<file path="config.mk">
export PLATFORM = sky130hd
export DESIGN_NAME = ftu_timer_unit
export DESIGN_NICKNAME = d
export VERILOG_FILES = /design/src/rtl/ftu_pkg.sv /design/src/rtl/ftu_down_counter.sv /design/src/rtl/ftu_timer_unit.sv
export SDC_FILE = /design/constraint.sdc
export NUM_CORES = 1
export LEC_CHECK = 0
export ABC_CLOCK_PERIOD_IN_PS = 3300
export BUFFER_PORTS_ARGS = -buffer_cell sky130_fd_sc_hd__buf_2
export CAP_MARGIN = 20
export CORE_ASPECT_RATIO = 1.1
export CORE_MARGIN = 2
export CORE_UTILIZATION = 50
export CTS_CLUSTER_DIAMETER = 100
export DETAILED_ROUTE_END_ITERATION = 8
export GPL_TIMING_DRIVEN = 0
export PLACE_DENSITY_LB_ADDON = 0.1
export SYNTH_ARGS = -nofsm -noshare
export SYNTH_HDL_FRONTEND = slang
export SYNTH_SLANG_ARGS = --single-unit
export TNS_END_PERCENT = 50
</file>
<file path="constraint.sdc">
create_clock -name ref_clk_in -period 3.3 [get_ports ref_clk_in]
set_input_delay 0.99 -clock ref_clk_in [delete_from_list [all_inputs] [get_ports ref_clk_in]]
set_output_delay 0.99 -clock ref_clk_in [all_outputs]
set_load 0.1 [all_outputs]
</file>
<file path="src/rtl/ftu_pkg.sv">
// Package of constants and types for the five-timer unit
package ftu_pkg;

    // ****************************************************************
    // Register offsets
    // ****************************************************************
    localparam logic [4:0] FTU_OFF_TX_LO = 5'h00;
    localparam logic [4:0] FTU_OFF_TX_HI = 5'h01;
    localparam logic [4:0] FTU_OFF_TY_LO = 5'h02;
    localparam logic [4:0] FTU_OFF_TY_HI = 5'h03;
    localparam logic [4:0] FTU_OFF_T1 = 5'h04;
    localparam logic [4:0] FTU_OFF_T2 = 5'h05;
    localparam logic [4:0] FTU_OFF_T3 = 5'h06;
    localparam logic [4:0] FTU_OFF_TX_MODE = 5'h07;
    localparam logic [4:0] FTU_OFF_TY_MODE = 5'h08;
    localparam logic [4:0] FTU_OFF_T123_MODE = 5'h09;
    localparam logic [4:0] FTU_OFF_IRQ = 5'h0A;

    // ****************************************************************
    // Request flag positions
    // ****************************************************************
    localparam int FTU_IRQ_TX = 0;
    localparam int FTU_IRQ_TY = 1;
    localparam int FTU_IRQ_T1 = 2;
    localparam int FTU_IRQ_T2 = 3;
    localparam int FTU_IRQ_T3 = 4;
    localparam int FTU_IRQ_PIN0 = 5;
    localparam int FTU_IRQ_PIN1 = 6;
    localparam int FTU_IRQ_W = 7;

    // ****************************************************************
    // Reset values
    // ****************************************************************
    localparam logic [7:0] FTU_RST_MODE = 8'h00;
    localparam logic [15:0] FTU_RST_WIDE = 16'hFFFF;
    localparam logic [7:0] FTU_RST_BYTE = 8'hFF;
    localparam logic [FTU_IRQ_W-1:0] FTU_RST_IRQ = 7'h00;
    localparam logic FTU_RST_PIN_LVL = 1'b1;
    localparam logic FTU_RST_OE_N = 1'b1;

    // ****************************************************************
    // Timing counts
    // ****************************************************************
    localparam int FTU_PRE_W = 6;
    localparam logic [FTU_PRE_W-1:0] FTU_PRE_MASK_8 = 6'h07;
    localparam logic [FTU_PRE_W-1:0] FTU_PRE_MASK_16 = 6'h0F;
    localparam logic [FTU_PRE_W-1:0] FTU_PRE_MASK_32 = 6'h1F;
    localparam logic [FTU_PRE_W-1:0] FTU_PRE_MASK_64 = 6'h3F;

    // ****************************************************************
    // Modes and register layouts
    // ****************************************************************
    typedef enum logic [1:0] {
        FTU_XM_TIMER = 2'b00,
        FTU_XM_PULSE = 2'b01,
        FTU_XM_EVENT = 2'b10,
        FTU_XM_WIDTH = 2'b11
    } ftu_xmode_t;

    typedef enum logic [1:0] {
        FTU_YM_TIMER = 2'b00,
        FTU_YM_PERIOD = 2'b01,
        FTU_YM_EVENT = 2'b10,
        FTU_YM_HL = 2'b11
    } ftu_ymode_t;

    typedef struct packed {
        logic src_special;
        logic [1:0] div;
        logic stop;
        logic edge_sel;
        logic wctl;
        ftu_xmode_t mode;
    } ftu_xreg_t;

    typedef struct packed {
        logic [1:0] div;
        logic out_en;
        logic rsvd;
        logic edge_sel;
        logic wctl;
        ftu_ymode_t mode;
    } ftu_yreg_t;

    typedef struct packed {
        logic rsvd;
        logic t3_div;
        logic t2_div;
        logic t1_special;
        logic wctl;
        logic out_en;
        logic edge_sel;
        logic factor_t2;
    } ftu_breg_t;

endpackage

</file>
<file path="src/rtl/ftu_down_counter.sv">
// Down counter with reload latch and underflow pulse
`timescale 1ns/1ps
module ftu_down_counter #(
    parameter int W = 8,
    parameter logic [W-1:0] RST_VAL = '1
) (
    // Clock and reset
    input wire logic ref_clk_in,
    input wire logic resetn_in,
    // Control
    input wire logic tick_in,
    input wire logic wr_both_in,
    input wire logic wr_latch_in,
    input wire logic reload_in,
    input wire logic [W-1:0] data_in,
    // Status
    output logic [W-1:0] count_out,
    output logic uf_out
);

    typedef struct packed {
        logic [W-1:0] count;
        logic [W-1:0] latch;
    } ftu_cnt_state_t;

    ftu_cnt_state_t s_r;
    ftu_cnt_state_t s_nxt;

    // Next count and latch
    always_comb begin
        s_nxt = s_r;
        uf_out = tick_in && (s_r.count == '0);
        if (wr_both_in || wr_latch_in) begin
            s_nxt.latch = data_in;
        end
        if (wr_both_in) begin
            s_nxt.count = data_in;
        end else if (uf_out || reload_in) begin
            s_nxt.count = s_nxt.latch;
        end else if (tick_in) begin
            s_nxt.count = s_r.count - 1'b1;
        end
    end

    // State register
    always_ff @(posedge ref_clk_in or negedge resetn_in) begin
        if (!resetn_in) begin
            s_r <= {RST_VAL, RST_VAL};
        end else begin
            s_r <= s_nxt;
        end
    end

    assign count_out = s_r.count;

endmodule // ftu_down_counter

</file>
<file path="src/rtl/ftu_timer_unit.sv">
// Five-timer unit: two wide and three byte down counters
//
// Decided for this implementation: the address-and-strobe port and the register addresses.
`timescale 1ns/1ps
module ftu_timer_unit (
    // Clock and reset
    input wire logic ref_clk_in,
    input wire logic resetn_in,
    // Register port
    input wire logic [4:0] addr_in,
    input wire logic [7:0] wdata_in,
    input wire logic wr_in,
    input wire logic rd_in,
    output logic [7:0] rdata_out,
    // Interrupt requests and acceptance
    input wire logic [ftu_pkg::FTU_IRQ_W-1:0] irq_ack_in,
    output logic [ftu_pkg::FTU_IRQ_W-1:0] irq_req_out,
    // Count source pin
    input wire logic special_count_clock_in,
    // First wide timer pin
    input wire logic ext_pin_first_wide_timer_in,
    output logic ext_pin_first_wide_timer_out,
    output logic ext_pin_first_wide_timer_oe_n_out,
    // Second wide timer pin
    input wire logic ext_pin_second_wide_timer_in,
    output logic second_wide_toggle_out,
    output logic second_wide_toggle_oe_n_out,
    // Byte timer toggle pin
    output logic byte_toggle_out,
    output logic byte_toggle_oe_n_out
);

    // ****************************************************************
    // State
    // ****************************************************************
    typedef struct packed {
        ftu_pkg::ftu_xreg_t xmode;
        ftu_pkg::ftu_yreg_t ymode;
        ftu_pkg::ftu_breg_t bmode;
        logic [7:0] x_wr_lo;
        logic [7:0] y_wr_lo;
        logic [7:0] x_rd_lo;
        logic [7:0] y_rd_lo;
        logic [15:0] y_cap;
        logic y_cap_vld;
        logic [ftu_pkg::FTU_IRQ_W-1:0] irq;
        logic x_lvl;
        logic y_lvl;
        logic b_lvl;
        logic x_oe_n;
        logic y_oe_n;
        logic b_oe_n;
        logic [ftu_pkg::FTU_PRE_W-1:0] pre;
        logic [2:0] sc_sync;
        logic [2:0] x_sync;
        logic [2:0] y_sync;
        logic [7:0] rdata;
    } ftu_state_t;

    ftu_state_t s_r;
    ftu_state_t s_nxt;

    // ****************************************************************
    // Counter wiring
    // ****************************************************************
    logic x_tick;
    logic x_wr_both;
    logic x_wr_latch;
    logic [15:0] x_cnt;
    logic x_uf;
    logic y_tick;
    logic y_wr_both;
    logic y_wr_latch;
    logic y_reload;
    logic [15:0] y_cnt;
    logic y_uf;
    logic [2:0] b_tick;
    logic [2:0] b_wr_both;
    logic [2:0] b_wr_latch;
    logic [7:0] b_cnt [3];
    logic [2:0] b_uf;

    // Prescaler tick for the divider select
    function automatic logic div_tick(input logic [1:0] sel,
                                      input logic [ftu_pkg::FTU_PRE_W-1:0] pre);
        logic [ftu_pkg::FTU_PRE_W-1:0] mask;
        mask = ftu_pkg::FTU_PRE_MASK_8;
        case (sel)
            2'h0: mask = ftu_pkg::FTU_PRE_MASK_8;
            2'h1: mask = ftu_pkg::FTU_PRE_MASK_16;
            2'h2: mask = ftu_pkg::FTU_PRE_MASK_32;
            2'h3: mask = ftu_pkg::FTU_PRE_MASK_64;
            default: mask = ftu_pkg::FTU_PRE_MASK_8;
        endcase
        return (pre & mask) == mask;
    endfunction

    // Write strobe for one offset
    function automatic logic hit(input logic strobe, input logic [4:0] addr,
                                 input logic [4:0] off);
        return strobe && (addr == off);
    endfunction

    // ****************************************************************
    // Counters
    // ****************************************************************
    ftu_down_counter #(.W(16), .RST_VAL(ftu_pkg::FTU_RST_WIDE)) u_cnt_x (
        .ref_clk_in(ref_clk_in),
        .resetn_in(resetn_in),
        .tick_in(x_tick),
        .wr_both_in(x_wr_both),
        .wr_latch_in(x_wr_latch),
        .reload_in(1'b0),
        .data_in({wdata_in, s_r.x_wr_lo}),
        .count_out(x_cnt),
        .uf_out(x_uf)
    );

    ftu_down_counter #(.W(16), .RST_VAL(ftu_pkg::FTU_RST_WIDE)) u_cnt_y (
        .ref_clk_in(ref_clk_in),
        .resetn_in(resetn_in),
        .tick_in(y_tick),
        .wr_both_in(y_wr_both),
        .wr_latch_in(y_wr_latch),
        .reload_in(y_reload),
        .data_in({wdata_in, s_r.y_wr_lo}),
        .count_out(y_cnt),
        .uf_out(y_uf)
    );

    // Three byte timers
    for (genvar i = 0; i < 3; i++) begin : g_byte
        ftu_down_counter #(.W(8), .RST_VAL(ftu_pkg::FTU_RST_BYTE)) u_cnt_b (
            .ref_clk_in(ref_clk_in),
            .resetn_in(resetn_in),
            .tick_in(b_tick[i]),
            .wr_both_in(b_wr_both[i]),
            .wr_latch_in(b_wr_latch[i]),
            .reload_in(1'b0),
            .data_in(wdata_in),
            .count_out(b_cnt[i]),
            .uf_out(b_uf[i])
        );
    end

    // ****************************************************************
    // Next state
    // ****************************************************************
    always_comb begin
        logic sc_rise;
        logic x_rise;
        logic x_fall;
        logic y_rise;
        logic y_fall;
        logic x_src;
        logic x_pin_ev;
        logic y_pin_ev;
        logic y_meas_ev;
        logic div8;
        logic b_sel_uf;
        logic [ftu_pkg::FTU_IRQ_W-1:0] ev;
        s_nxt = s_r;
        sc_rise = 1'b0;
        x_rise = 1'b0;
        x_fall = 1'b0;
        y_rise = 1'b0;
        y_fall = 1'b0;
        x_src = 1'b0;
        x_pin_ev = 1'b0;
        y_pin_ev = 1'b0;
        y_meas_ev = 1'b0;
        div8 = 1'b0;
        b_sel_uf = 1'b0;
        ev = '0;
        x_tick = 1'b0;
        y_tick = 1'b0;
        b_tick = '0;

        // Prescaler and pin synchronisers, third stage for edges
        s_nxt.pre = s_r.pre + 1'b1;
        s_nxt.sc_sync = {s_r.sc_sync[1:0], special_count_clock_in};
        s_nxt.x_sync = {s_r.x_sync[1:0], ext_pin_first_wide_timer_in};
        s_nxt.y_sync = {s_r.y_sync[1:0], ext_pin_second_wide_timer_in};
        sc_rise = s_r.sc_sync[1] && !s_r.sc_sync[2];
        x_rise = s_r.x_sync[1] && !s_r.x_sync[2];
        x_fall = !s_r.x_sync[1] && s_r.x_sync[2];
        y_rise = s_r.y_sync[1] && !s_r.y_sync[2];
        y_fall = !s_r.y_sync[1] && s_r.y_sync[2];
        div8 = div_tick(2'h0, s_r.pre);

        // First wide timer count pulse
        x_src = s_r.xmode.src_special ? sc_rise
                                      : div_tick(s_r.xmode.div, s_r.pre);
        x_pin_ev = s_r.xmode.edge_sel ? x_fall : x_rise;
        case (s_r.xmode.mode)
            ftu_pkg::FTU_XM_TIMER: x_tick = x_src;
            ftu_pkg::FTU_XM_PULSE: x_tick = x_src;
            ftu_pkg::FTU_XM_EVENT: x_tick = x_pin_ev;
            ftu_pkg::FTU_XM_WIDTH: x_tick = x_src && (s_r.x_sync[1] != s_r.xmode.edge_sel);
            default: x_tick = 1'b0;
        endcase
        x_tick = x_tick && !s_r.xmode.stop;

        // Second wide timer count pulse and measurement edge
        y_pin_ev = s_r.ymode.edge_sel ? y_fall : y_rise;
        case (s_r.ymode.mode)
            ftu_pkg::FTU_YM_TIMER: y_tick = div_tick(s_r.ymode.div, s_r.pre);
            ftu_pkg::FTU_YM_PERIOD: begin
                y_tick = div_tick(s_r.ymode.div, s_r.pre);
                y_meas_ev = s_r.ymode.edge_sel ? y_rise : y_fall;
            end
            ftu_pkg::FTU_YM_EVENT: y_tick = y_pin_ev;
            ftu_pkg::FTU_YM_HL: begin
                y_tick = div_tick(s_r.ymode.div, s_r.pre);
                y_meas_ev = y_rise || y_fall;
            end
            default: y_tick = 1'b0;
        endcase
        y_reload = y_meas_ev;

        // Byte timer sources
        b_tick[0] = s_r.bmode.t1_special ? sc_rise : div8;
        b_tick[1] = s_r.bmode.t2_div ? div8 : b_uf[0];
        b_tick[2] = s_r.bmode.t3_div ? div8 : b_uf[0];

        // Counter writes: wide high byte commits both bytes
        x_wr_both = hit(wr_in, addr_in, ftu_pkg::FTU_OFF_TX_HI) && !s_r.xmode.wctl;
        x_wr_latch = hit(wr_in, addr_in, ftu_pkg::FTU_OFF_TX_HI) && s_r.xmode.wctl;
        y_wr_both = hit(wr_in, addr_in, ftu_pkg::FTU_OFF_TY_HI) && !s_r.ymode.wctl;
        y_wr_latch = hit(wr_in, addr_in, ftu_pkg::FTU_OFF_TY_HI) && s_r.ymode.wctl;
        for (int i = 0; i < 2; i++) begin
            b_wr_both[i] = hit(wr_in, addr_in, ftu_pkg::FTU_OFF_T1 + 5'(i))
                           && !s_r.bmode.wctl;
            b_wr_latch[i] = hit(wr_in, addr_in, ftu_pkg::FTU_OFF_T1 + 5'(i))
                            && s_r.bmode.wctl;
        end
        b_wr_both[2] = hit(wr_in, addr_in, ftu_pkg::FTU_OFF_T3);
        b_wr_latch[2] = 1'b0;
        if (hit(wr_in, addr_in, ftu_pkg::FTU_OFF_TX_LO)) begin
            s_nxt.x_wr_lo = wdata_in;
        end
        if (hit(wr_in, addr_in, ftu_pkg::FTU_OFF_TY_LO)) begin
            s_nxt.y_wr_lo = wdata_in;
        end

        // Pin toggles on underflow
        if ((s_r.xmode.mode == ftu_pkg::FTU_XM_PULSE) && x_uf) begin
            s_nxt.x_lvl = !s_r.x_lvl;
        end
        if ((s_r.ymode.mode == ftu_pkg::FTU_YM_TIMER) && s_r.ymode.out_en && y_uf) begin
            s_nxt.y_lvl = !s_r.y_lvl;
        end
        b_sel_uf = s_r.bmode.factor_t2 ? b_uf[1] : b_uf[0];
        if (s_r.bmode.out_en && b_sel_uf) begin
            s_nxt.b_lvl = !s_r.b_lvl;
        end

        // Mode writes restart the pin at its start level
        if (hit(wr_in, addr_in, ftu_pkg::FTU_OFF_TX_MODE)) begin
            s_nxt.xmode = ftu_pkg::ftu_xreg_t'(wdata_in);
            s_nxt.x_lvl = !s_nxt.xmode.edge_sel;
        end
        if (hit(wr_in, addr_in, ftu_pkg::FTU_OFF_TY_MODE)) begin
            s_nxt.ymode = ftu_pkg::ftu_yreg_t'(wdata_in);
            s_nxt.ymode.rsvd = 1'b0;
            s_nxt.y_lvl = !s_nxt.ymode.edge_sel;
        end
        if (hit(wr_in, addr_in, ftu_pkg::FTU_OFF_T123_MODE)) begin
            s_nxt.bmode = ftu_pkg::ftu_breg_t'(wdata_in);
            s_nxt.bmode.rsvd = 1'b0;
            s_nxt.b_lvl = !s_nxt.bmode.edge_sel;
        end
        s_nxt.x_oe_n = !(s_nxt.xmode.mode == ftu_pkg::FTU_XM_PULSE);
        s_nxt.y_oe_n = !((s_nxt.ymode.mode == ftu_pkg::FTU_YM_TIMER)
                         && s_nxt.ymode.out_en);
        s_nxt.b_oe_n = !s_nxt.bmode.out_en;

        // Register reads, data valid in the next cycle only
        s_nxt.rdata = 8'h00;
        if (rd_in) begin
            case (addr_in)
                ftu_pkg::FTU_OFF_TX_HI: begin
                    s_nxt.rdata = x_cnt[15:8];
                    s_nxt.x_rd_lo = x_cnt[7:0];
                end
                ftu_pkg::FTU_OFF_TX_LO: s_nxt.rdata = s_r.x_rd_lo;
                ftu_pkg::FTU_OFF_TY_HI: begin
                    s_nxt.rdata = s_r.y_cap_vld ? s_r.y_cap[15:8] : y_cnt[15:8];
                    s_nxt.y_rd_lo = s_r.y_cap_vld ? s_r.y_cap[7:0] : y_cnt[7:0];
                end
                ftu_pkg::FTU_OFF_TY_LO: begin
                    s_nxt.rdata = s_r.y_rd_lo;
                    s_nxt.y_cap_vld = 1'b0;
                end
                ftu_pkg::FTU_OFF_T1: s_nxt.rdata = b_cnt[0];
                ftu_pkg::FTU_OFF_T2: s_nxt.rdata = b_cnt[1];
                ftu_pkg::FTU_OFF_T3: s_nxt.rdata = b_cnt[2];
                ftu_pkg::FTU_OFF_TX_MODE: s_nxt.rdata = s_r.xmode;
                ftu_pkg::FTU_OFF_TY_MODE: s_nxt.rdata = s_r.ymode;
                ftu_pkg::FTU_OFF_T123_MODE: s_nxt.rdata = s_r.bmode;
                ftu_pkg::FTU_OFF_IRQ: s_nxt.rdata = {1'b0, s_r.irq};
                default: s_nxt.rdata = 8'h00;
            endcase
        end

        // Capture before an edge reload; a new edge beats a read clear
        if (y_meas_ev) begin
            s_nxt.y_cap = y_cnt;
            s_nxt.y_cap_vld = 1'b1;
        end

        // Request flags: clears first, then events so set wins
        ev[ftu_pkg::FTU_IRQ_TX] = x_uf;
        ev[ftu_pkg::FTU_IRQ_TY] = y_uf;
        ev[ftu_pkg::FTU_IRQ_T1] = b_uf[0];
        ev[ftu_pkg::FTU_IRQ_T2] = b_uf[1];
        ev[ftu_pkg::FTU_IRQ_T3] = b_uf[2];
        ev[ftu_pkg::FTU_IRQ_PIN0] = x_pin_ev;
        ev[ftu_pkg::FTU_IRQ_PIN1] = (s_r.ymode.mode == ftu_pkg::FTU_YM_PERIOD
                                     || s_r.ymode.mode == ftu_pkg::FTU_YM_HL)
                                    ? y_meas_ev : y_pin_ev;
        if (hit(wr_in, addr_in, ftu_pkg::FTU_OFF_IRQ)) begin
            s_nxt.irq = s_nxt.irq & wdata_in[ftu_pkg::FTU_IRQ_W-1:0];
        end
        s_nxt.irq = (s_nxt.irq & ~irq_ack_in) | ev;
    end

    // ****************************************************************
    // State register
    // ****************************************************************
    always_ff @(posedge ref_clk_in or negedge resetn_in) begin
        if (!resetn_in) begin
            s_r <= '0;
            s_r.xmode <= ftu_pkg::ftu_xreg_t'(ftu_pkg::FTU_RST_MODE);
            s_r.ymode <= ftu_pkg::ftu_yreg_t'(ftu_pkg::FTU_RST_MODE);
            s_r.bmode <= ftu_pkg::ftu_breg_t'(ftu_pkg::FTU_RST_MODE);
            s_r.irq <= ftu_pkg::FTU_RST_IRQ;
            s_r.x_lvl <= ftu_pkg::FTU_RST_PIN_LVL;
            s_r.y_lvl <= ftu_pkg::FTU_RST_PIN_LVL;
            s_r.b_lvl <= ftu_pkg::FTU_RST_PIN_LVL;
            s_r.x_oe_n <= ftu_pkg::FTU_RST_OE_N;
            s_r.y_oe_n <= ftu_pkg::FTU_RST_OE_N;
            s_r.b_oe_n <= ftu_pkg::FTU_RST_OE_N;
        end else begin
            s_r <= s_nxt;
        end
    end

    // ****************************************************************
    // Outputs
    // ****************************************************************
    assign rdata_out = s_r.rdata;
    assign irq_req_out = s_r.irq;
    assign ext_pin_first_wide_timer_out = s_r.x_lvl;
    assign ext_pin_first_wide_timer_oe_n_out = s_r.x_oe_n;
    assign second_wide_toggle_out = s_r.y_lvl;
    assign second_wide_toggle_oe_n_out = s_r.y_oe_n;
    assign byte_toggle_out = s_r.b_lvl;
    assign byte_toggle_oe_n_out = s_r.b_oe_n;

endmodule // ftu_timer_unit

</file>
Yosys cells after proc, flatten, opt, wreduce, memory -nomap -nowiden
Index checks and enable logic that the tools add are counted.
Widths: inputs -> output; s select.
- bits in registers: 219
- input bits: 27
- logic and storage cells: 228
- bitwise logic cells: 8
- reduce and logical (&&, ||, !) cells: 85
- add/subtract/negate cells: 6
- equality and inequality tests: 29
- muxes and demuxes: 54
- operators with widths (operator ; number):
    $mux 16 ; 8
    $mux 8 ; 15
    $pmux 8 s11 ; 1
    $pmux 6 s4 ; 2
    $logic_and 1x1->1 ; 36
    $logic_not 16->1 ; 2
    $sub 16x1->16 const B ; 2
    $and 6x6->6 ; 4
    $eq 6x6->1 ; 4
    $logic_not 8->1 ; 3
    $mux 6 ; 4
    $sub 8x1->8 const B ; 3
    $eq 5x3->1 const B ; 4
    $mux 1 ; 18
    $logic_not 1->1 ; 17
    $eq 2x2->1 const B ; 8
    $eq 5x4->1 const B ; 3
    $reduce_bool 3->1 ; 5
    $and 7x7->7 ; 2
    $eq 2x1->1 const B ; 5
    $eq 5x2->1 const B ; 2
    $logic_not 2->1 ; 5
    $reduce_bool 2->1 ; 5
    $logic_or 1x1->1 ; 7
    other kinds (15) ; 17

Logic depth before layout (Yosys ltp)
Gate-level depths: netlist (run 1).
- depth after elaboration: 12
- mapped depth: 9

Modules after synthesis
A second synthesis (run 1) with hierarchy kept.
- cell total of the unflattened synthesis: 1169
- area, all modules: 12630.9 um2
- by module, submodules not included (module ; area an instance (um2) ; instances ; seq. area each (um2) ; cells an instance):
    ftu_timer_unit ; 5375.2 ; 1 ; 2685.1 ; 495
    ftu_down_counter (u_cnt_x ...) ; 1981.9 ; 2 ; 840.8 ; 184
    ftu_down_counter (g_byte[0].u_cnt_b ...) ; 1097.3 ; 3 ; 420.4 ; 102

Worst setup path before layout (run 1)
Ideal clock, no wire load.
- path kind: in2reg
- from: in addr_in[4]
- to: reg g_byte[0].u_cnt_b.s_r (netlist bit g_byte[0].u_cnt_b.count_out[7])
- stages: 8
- arrival time: 2740 ps
- path slack: 478 ps
- path buffers: 2
- setup time: 82 ps
- path through: or3b_1 > clkbuf_1 > nor3b_1 > buf_2 > mux2_2 > mux2_2 > a211oi_1 > nor2_1
- RTL lines (item ; line ; RTL):
    from (decl) ; ftu_timer_unit.sv:10 ; input wire logic [4:0] addr_in,
    to (signal assigned) ; ftu_down_counter.sv:48 ; s_r <= {RST_VAL, RST_VAL};
    to (signal assigned) ; ftu_down_counter.sv:50 ; s_r <= s_nxt;
    to (decl) ; ftu_down_counter.sv:26 ; ftu_cnt_state_t s_r;

Worst setup path in the final report (run 1)
- from: in wr_in
- to: reg u_cnt_y.s_r (netlist bit u_cnt_y.count_out[12])
- longest elaborated chain between the ends: 6
- elaborated cells on any way between the ends: 8
- classes of those cells: 3 x mux; 5 x reduce/logical
- ends and longest elaborated chain (item ; line ; RTL):
    from (decl) ; ftu_timer_unit.sv:12 ; input wire logic wr_in,
    $logic_and 1x1->1 (*) ; ftu_timer_unit.sv:101 ; return strobe && (addr == off);
    $logic_and 1x1->1 (on tied branches) ; ftu_timer_unit.sv:229, ftu_timer_unit.sv:230 ;
    $logic_or 1x1->1 ; ftu_down_counter.sv:33 ; if (wr_both_in || wr_latch_in) begin
    $mux 16 ; ftu_down_counter.sv:33 ;
    $mux 16 ; ftu_down_counter.sv:38 ; end else if (uf_out || reload_in) begin
    $mux 16 ; ftu_down_counter.sv:36 ; if (wr_both_in) begin
    to (signal assigned) ; ftu_down_counter.sv:48 ;
    to (signal assigned) ; ftu_down_counter.sv:50 ;
    to (decl) ; ftu_down_counter.sv:26 ;
Every way passes the cells marked *; elsewhere a longest branch is shown, timed or not.
A chain may end at the register's enable or synchronous reset.

==> results of run 1 <==
## power groups by stage
stage / clock network (W) / registers [W] / logic, W
after floorplan: 0 / 0.00418 / 0.00167
after global placement: 0 / 0.00438 / 0.00220
after detailed placement: 0 / 0.00440 / 0.00225
after CTS: 0.00300 / 0.00436 / 0.00227
after global routing: 0.00312 / 0.00446 / 0.00252
final: 0.00295 / 0.00438 / 0.00227
## per-stage QoR
step	hold slack (ns)	setup slack [ns]	utilization, %
global route	0.356	0.00828	57.7
detailed placement	0.335	-0.372	53.7
CTS	0.349	0.152	57.7
finish	0.348	0.137	57.7
global placement	0.334	-2.49	53.5
floorplan	0.331	0.478	-
## final cells by class
| type | count | area, um^2 | area share, % |
|---|---|---|---|
| clock inverters | 6 | 130 | 1.03 |
| repair buffers | 47 | 268 | 2.11 |
| clock buffers | 38 | 754 | 5.95 |
| multi-input cells | 765 | 5070 | 40.0 |
| plain buffers | 71 | 342 | 2.69 |
| flip-flops and latches | 219 | 5630 | 44.4 |
| diodes | 1 | 2.50 | 0.0197 |
| inverters | 30 | 113 | 0.888 |
| well taps | 295 | 369 | 2.91 |
## sequential cells by signal (all words and copies together) (netlist names)
signal / cells
u_cnt_x.count_out: 16
u_cnt_y.s_r: 16
g_byte.u_cnt_b.s_r: 24
s_nxt: 6
second_wide_toggle_out: 1
g_byte.u_cnt_b.count_out: 24
u_cnt_x.s_r: 16
ext_pin_first_wide_timer_out: 1
u_cnt_y.count_out: 16
ext_pin_first_wide_timer_oe_n_out: 1
rdata_out: 8
second_wide_toggle_oe_n_out: 1
s_r: 80
byte_toggle_oe_n_out: 1
irq_req_out: 7
byte_toggle_out: 1
## cell usage in the layout (no fill, tap or decap), types with 8 or more instances in the layout
cell / n
nand2_1: 143
a31oi_1: 16
nor2b_1: 14
nand2b_1: 10
o31ai_1: 11
inv_1: 29
buf_2: 48
nand3_1: 18
clkbuf_1: 54
clkbuf_8: 8
buf_4: 15
o21ai_0: 72
dfrtp_1: 101
or3_1: 11
and3_1: 13
mux2i_1: 28
nor2_1: 78
ha_1: 9
nor3_1: 27
dfstp_2: 118
a221oi_1: 16
o211ai_1: 8
a22oi_1: 12
clkbuf_16: 25
a21oi_1: 37
mux2_2: 85
xor2_1: 8
xnor2_1: 9
nor4_1: 10
## repair_timing
item	in CTS	in global routing
gates resized for setup	0	1
endpoints found under the setup margin	0	4
hold endpoints to repair	0	0
## kinds of logic after synthesis
group | after synthesis
compound gates | 251
fa+ha+maj | 9
buf+inv | 101
mux | 121
xor+xnor | 17
simple gates | 367
flops | 219
## path summary, 6_finish.rpt
check	startpoint	to	slack, ns	cells past startpoint
max in group asynchronous	resetn_in	s_r[76]$_DFFE_PN0P_	1.78	2
worst min register to register	s_nxt[12]$_DFF_PN0_	s_nxt[13]$_DFF_PN0_	0.35	0
worst max register to register	u_cnt_y.count_out[0]$_DFFE_PN1P_	u_cnt_y.count_out[1]$_DFFE_PN1P_	0.36	8
min in group asynchronous	resetn_in	s_r[80]$_DFFE_PN0P_	0.47	1
worst min-delay path	s_nxt[12]$_DFF_PN0_	s_nxt[13]$_DFF_PN0_	0.35	0
worst max-delay path	wr_in	u_cnt_y.count_out[12]$_DFFE_PN1P_	0.14	9
## layer usage
metal,vias up,wire length [um],GRT usage (%)
li1,4067,-,-
met1,4327,14200,38.8
met2,339,14800,44.0
met3,85,2440,4.77
met4,0,1550,12.5
met5,-,0,0
==> qor.yml, run 1 <==
pwr-share-comb_pct: 23.7
core_mm2: 0.0220
clkTransAtPathRegs_ns: 0.06
antenna_found_initial: 3
cp_max_fo: 10
drc: 0
finalInstanceArea_mm2: 0.0127
path_class: "input pin to register"
synth-simple-area-share_pct: 15.9
powerDensity_mw_per_mm2: 758
grt_pass1_wl_mm: 50.8
path_common_cell: "clkbuf_1"
synth_area_leaders: "dfstp_2 28%, dfrtp_1 23%, mux2_2 8.6%, nand2_1 4.8%, o21ai_0 3.2%"
clk_latency_ns: 0.53
place_congestion: 0.966
min_period_over_period_pct: 95.9
setup_tns_ns: 0
p_switching_w: 0.00311
fin_worst_skew_ns: 0.0181
final_antenna_net_count: 0
synth_xor_area_share_pct: 1.34
grt.overflow.total: 0
async_flop_share_pct: 100
total_power_w: 0.00961
vdd_drop_max_uv: 522
slew_violations: 0
vias: 8818
pin_count: 48
initial_core_util_pct: 50.8
syn_inst: 1085
track_usage_pct: 28.1
post-route-min-period_ns: 3.16
die_y_um: 161
viasPerCell: 5.99
cts_made_buffers: 24
post-cts-setup-buffers: 0
die_area_mm2: 0.0235
yosysTopAreaCellShare_pct: 27.8
clock_path_buffers: 3
muxShareOfSynthArea_pct: 12.0
critPathCaptureType: "register"
worst_ep_arrival_time_ns: 3.61
drive_gt1_share_pct: 28.0
synth_fa_ha_area_share_pct: 1.01
power_leakage_nw: 5.53
drtIter0Drc: 846
first_pass_iters: 7
start_kind: "input pin"
nets: 1194
report.final.setup_viol: 0
slew_headroom_pct: 26.6
status: "finished clean"
synthTopCellsByCount: "143 x nand2_1, 118 x dfstp_2, 101 x dfrtp_1, 85 x mux2_2, 79 x nor2_1"
nFillCells: 2008
dp_hpwl_mm: 23.0
syn_nets: 1121
max_cap_violations: 0
area_delta_synth_final_pct: 13.7
synth_edf_count: 0
p_int_w: 0.00650
yosysMostFrequentCell: "nand2_1"
cts.htree.levels: 1
grt_pass1_vias: 8496
portBuffers: 46
synthDistinctLibCells: 77
critical_path.slowest_cell: "clkbuf_1"
grt_max_degree: 128
hold_class: "register to register"
cts_tree: "built"
place_inst: 1427
routedWlPerCell_um: 22.4
synth_compound_area_share_pct: 15.2
hold_buffers: 0
synth_ff_type: "dfstp_2"
power_frac_clock_pct: 30.7
synth_seq_area_share_pct: 50.5
required_ns: 3.74
wirelength_mm: 33.0
max_stage_delay_ns: 0.49
pwr-share-seq_pct: 45.6
path_cells: "buf_2 > clkbuf_1 > and4_1 > buf_2 > nor2b_1 > clkbuf_1 > clkbuf_1 > nand2_1 > a22oi_1"
max_freq_mhz: 316
synth_area_mm2: 0.0111
root_buffer: "clkbuf_16"
hold_viol_final: 0
swShare_pct: 32.4
crit_buf_inv: 5
crit_family: "buffers and inverters"
cts_sinks: 219
rsz0062_at_grt: "false"
die_w_um: 146
syn_avg_cell_area_um2: 10.3
rows: 57
synth_warnings: 0
final_cells: 1472
yosys_register_bits: 219
yosysTopAreaCell: "dfstp_2"
worst_pin_slew_ns: 1.10
dpl_cell_area_mm2: 0.0118
synth_top_family_by_area: "simple AND/OR/NAND/NOR gates"
Note: power is estimated with default switching activity, not from simulation.
==> run 2, diff against run 1 <==
--- a/config.mk
+++ b/config.mk
@@ -6,7 +6,7 @@
 export NUM_CORES = 1
 export LEC_CHECK = 0
 export ABC_CLOCK_PERIOD_IN_PS = 3300
-export BUFFER_PORTS_ARGS = -buffer_cell sky130_fd_sc_hd__buf_2
+export BUFFER_PORTS_ARGS = -buffer_cell sky130_fd_sc_hd__buf_4
 export CAP_MARGIN = 20
 export CORE_ASPECT_RATIO = 1.1
 export CORE_MARGIN = 2
@@ -17,5 +17,6 @@
 export PLACE_DENSITY_LB_ADDON = 0.1
 export SYNTH_ARGS = -nofsm -noshare
 export SYNTH_HDL_FRONTEND = slang
+export SYNTH_HIERARCHICAL = 1
 export SYNTH_SLANG_ARGS = --single-unit
 export TNS_END_PERCENT = 50
==> qor.yml, run 2 <==
setup_tns_ns: 0
root_buffer: "clkbuf_16"
start_kind: "input pin"
clkTransAtPathRegs_ns: 0.06
hold_viol_final: 0
cts_made_buffers: 25
cp_max_fo: 10
yosysTopAreaCellShare_pct: 24.5
reg2reg_to: "byte_toggle_out$_DFFE_PN1P_"
synth_area_leaders: "dfstp_2 25%, dfrtp_1 20%, mux2_2 5.9%, mux2i_1 5.2%, buf_4 4.5%"
clk_latency_ns: 0.54
worst_pin_slew_ns: 0.795
largest_reg_flops: 80
die_y_um: 171
final_cells: 1597
pin_count: 48
min_period_over_period_pct: 90.5
yosysMostFrequentCell: "dfstp_2"
viasPerCell: 5.77
hold_class: "register to register"
slew_headroom_pct: 47.0
synthDistinctLibCells: 75
drive_gt1_share_pct: 35.4
post-route-min-period_ns: 2.99
dp_hpwl_mm: 22.5
place_congestion: 0.890
grt_use_met2_pct: 39.2
worst_ep_arrival_time_ns: 3.44
max_cap_violations: 0
rows: 61
rr_worst_depth: 13
cts_sinks: 219
track_usage_pct: 25.4
clock_path_buffers: 3
regMostFlops: "s_r"
syn_avg_cell_area_um2: 10.8
drc: 0
antenna_found_initial: 0
syn_inst: 1169
cts_tree: "built"
layout_commonest_cell: "buf_4"
antenna_cells: 0
fin_worst_skew_ns: 0.0192
powerDensity_mw_per_mm2: 719
groute.layer.met1.usage_pct: 37.4
grt_max_degree: 121
ff2ff_setup_slack_ns: 0.33
power_leakage_nw: 6.37
yosysTopAreaCell: "dfstp_2"
core_mm2: 0.0250
layout_common_cells: "121 x buf_4, 118 x dfstp_2, 114 x nand2_1"
critPathCaptureType: "register"
die_area_mm2: 0.0265
die_w_um: 156
top_usage_layer: "met2"
report.final.setup_viol: 0
vias: 9207
status: "finished clean"
initial_core_util_pct: 50.5
hold_buffers: 0
min_path_cells: 0
synth_area_mm2: 0.0126
synth_edf_count: 0
grt_use_met3_pct: 3.85
grt.overflow.total: 0
first_pass_iters: 5
max_freq_mhz: 335
place_inst: 1552
yosys_register_bits: 219
setup_slack_ns: 0.315
synth_warnings: 6
hp-start: "s_nxt[15]$_DFF_PN0_"
slew_violations: 0
whs_ns: 0.347
final_antenna_net_count: 0
min_to: "s_nxt[16]$_DFF_PN0_"
drtIter0Drc: 583
grt_pass1_wl_mm: 52.6
wirelength_mm: 32.8
synthTopCellsByCount: "118 x dfstp_2, 114 x nand2_1, 101 x dfrtp_1, 75 x buf_4, 66 x mux2_2"
async_flop_share_pct: 100
vdd_drop_max_uv: 515
portBuffers: 47
post-cts-setup-buffers: 0
rsz0062_at_grt: "false"
path_class: "input pin to register"
synth_ff_type: "dfstp_2"
cts_resized: 4
dpl_worst_slack_ns: -0.531
cts.htree.levels: 1
synth_seq_area_share_pct: 44.6
grt_pass1_vias: 9107
area_delta_synth_final_pct: 14.0
r2r_start: "s_r[17]$_DFF_PN0_"
nets: 1303
required_ns: 3.75
routedWlPerCell_um: 20.5
-- run 2: changes by cell type after synthesis, sizes merged, moves of 14 or more --
cell / change
xor2: +17
buf: +82
o21ai: -31
mux2i: +37
nor2: -32
o221ai: +14
xnor2: +18
clkbuf: -30
nand2b: +18
a22oi: +24
nand2: -26
-- run 2: kinds of logic (layout without fill, tap and decap cells) --
kind of cell | count (synthesis) | after routing | share of synthesized area (%)
muxes | 161 | 161 | 14.0
adders and majority gates | 12 | 12 | 1.19
and+or+nand+nor | 348 | 348 | 15.9
DFF | 219 | 219 | 44.6
xor gates and xnor gates | 52 | 52 | 3.61
other | 1 | 21 | 0.0297
AOI/OAI and AO/OA | 217 | 217 | 13.2
buffers and inverters | 159 | 252 | 7.54
-- run 2: power breakdown --
group | total, W | switching, W | internal [W] | leakage, nW
Combinational | 0.00307 | 0.00159 | 0.00148 | 3.41
Clock | 0.00293 | 0.00115 | 0.00179 | 0.422
Sequential | 0.00434 | 0.000732 | 0.00361 | 2.54
-- run 2: area by class of cell --
cell class / count / area, um^2
Multi-Input combinational cell: 811 / 6170
Fill cell: 2201 / 10600
Clock buffer: 32 / 692
Sequential cell: 219 / 5630
Clock inverter: 13 / 169
Tap cell: 315 / 394
Timing Repair Buffer: 48 / 388
Inverter: 36 / 135
Buffer: 123 / 817
-- run 2: critical path: stages --
cell and delay (ns):
buf_4 0.13, buf_2 0.19, nor3b_2 0.19, buf_2 0.26, nand2_1 0.17, nor4_2 0.52, nor2_4 0.17, mux2_4 0.34
or3_1 0.35, o211a_1 0.12
-- run 2: through the flow --
step | instance area (um^2) | utilization [%] | power (W)
detailed placement | 13500 | 53.9 | 0.00743
floorplan | 12700 | - | 0.00660
global placement | 13500 | 53.7 | 0.00736
CTS | 14400 | 57.4 | 0.0104
global route | 14400 | 57.5 | 0.0109
finish | 14400 | 57.5 | 0.0104
-- run 2: worst max path at each step --
stage,endpoint,slack [ns],depth (start not counted),startpoint
global route,byte_toggle_out$_DFFE_PN1P_,0.04,13,s_r[17]$_DFF_PN0_
floorplan,g_byte[0].u_cnt_b/count_out[5]$_DFFE_PN1P_,0.07,9,addr_in[3]
CTS,g_byte[0].u_cnt_b/count_out[5]$_DFFE_PN1P_,0.01,10,addr_in[4]
finish,g_byte[0].u_cnt_b/count_out[5]$_DFFE_PN1P_,0.31,10,addr_in[4]
detailed placement,g_byte[0].u_cnt_b/count_out[5]$_DFFE_PN1P_,-0.53,10,addr_in[4]
global placement,g_byte[0].u_cnt_b/count_out[5]$_DFFE_PN1P_,-0.52,10,addr_in[4]
-- run 2: routing by layer --
layer	vias up	part of all wire, %
met5	-	0
met1	4599	47
met3	56	5.5
met4	0	2.5
met2	226	45
li1	4326	-
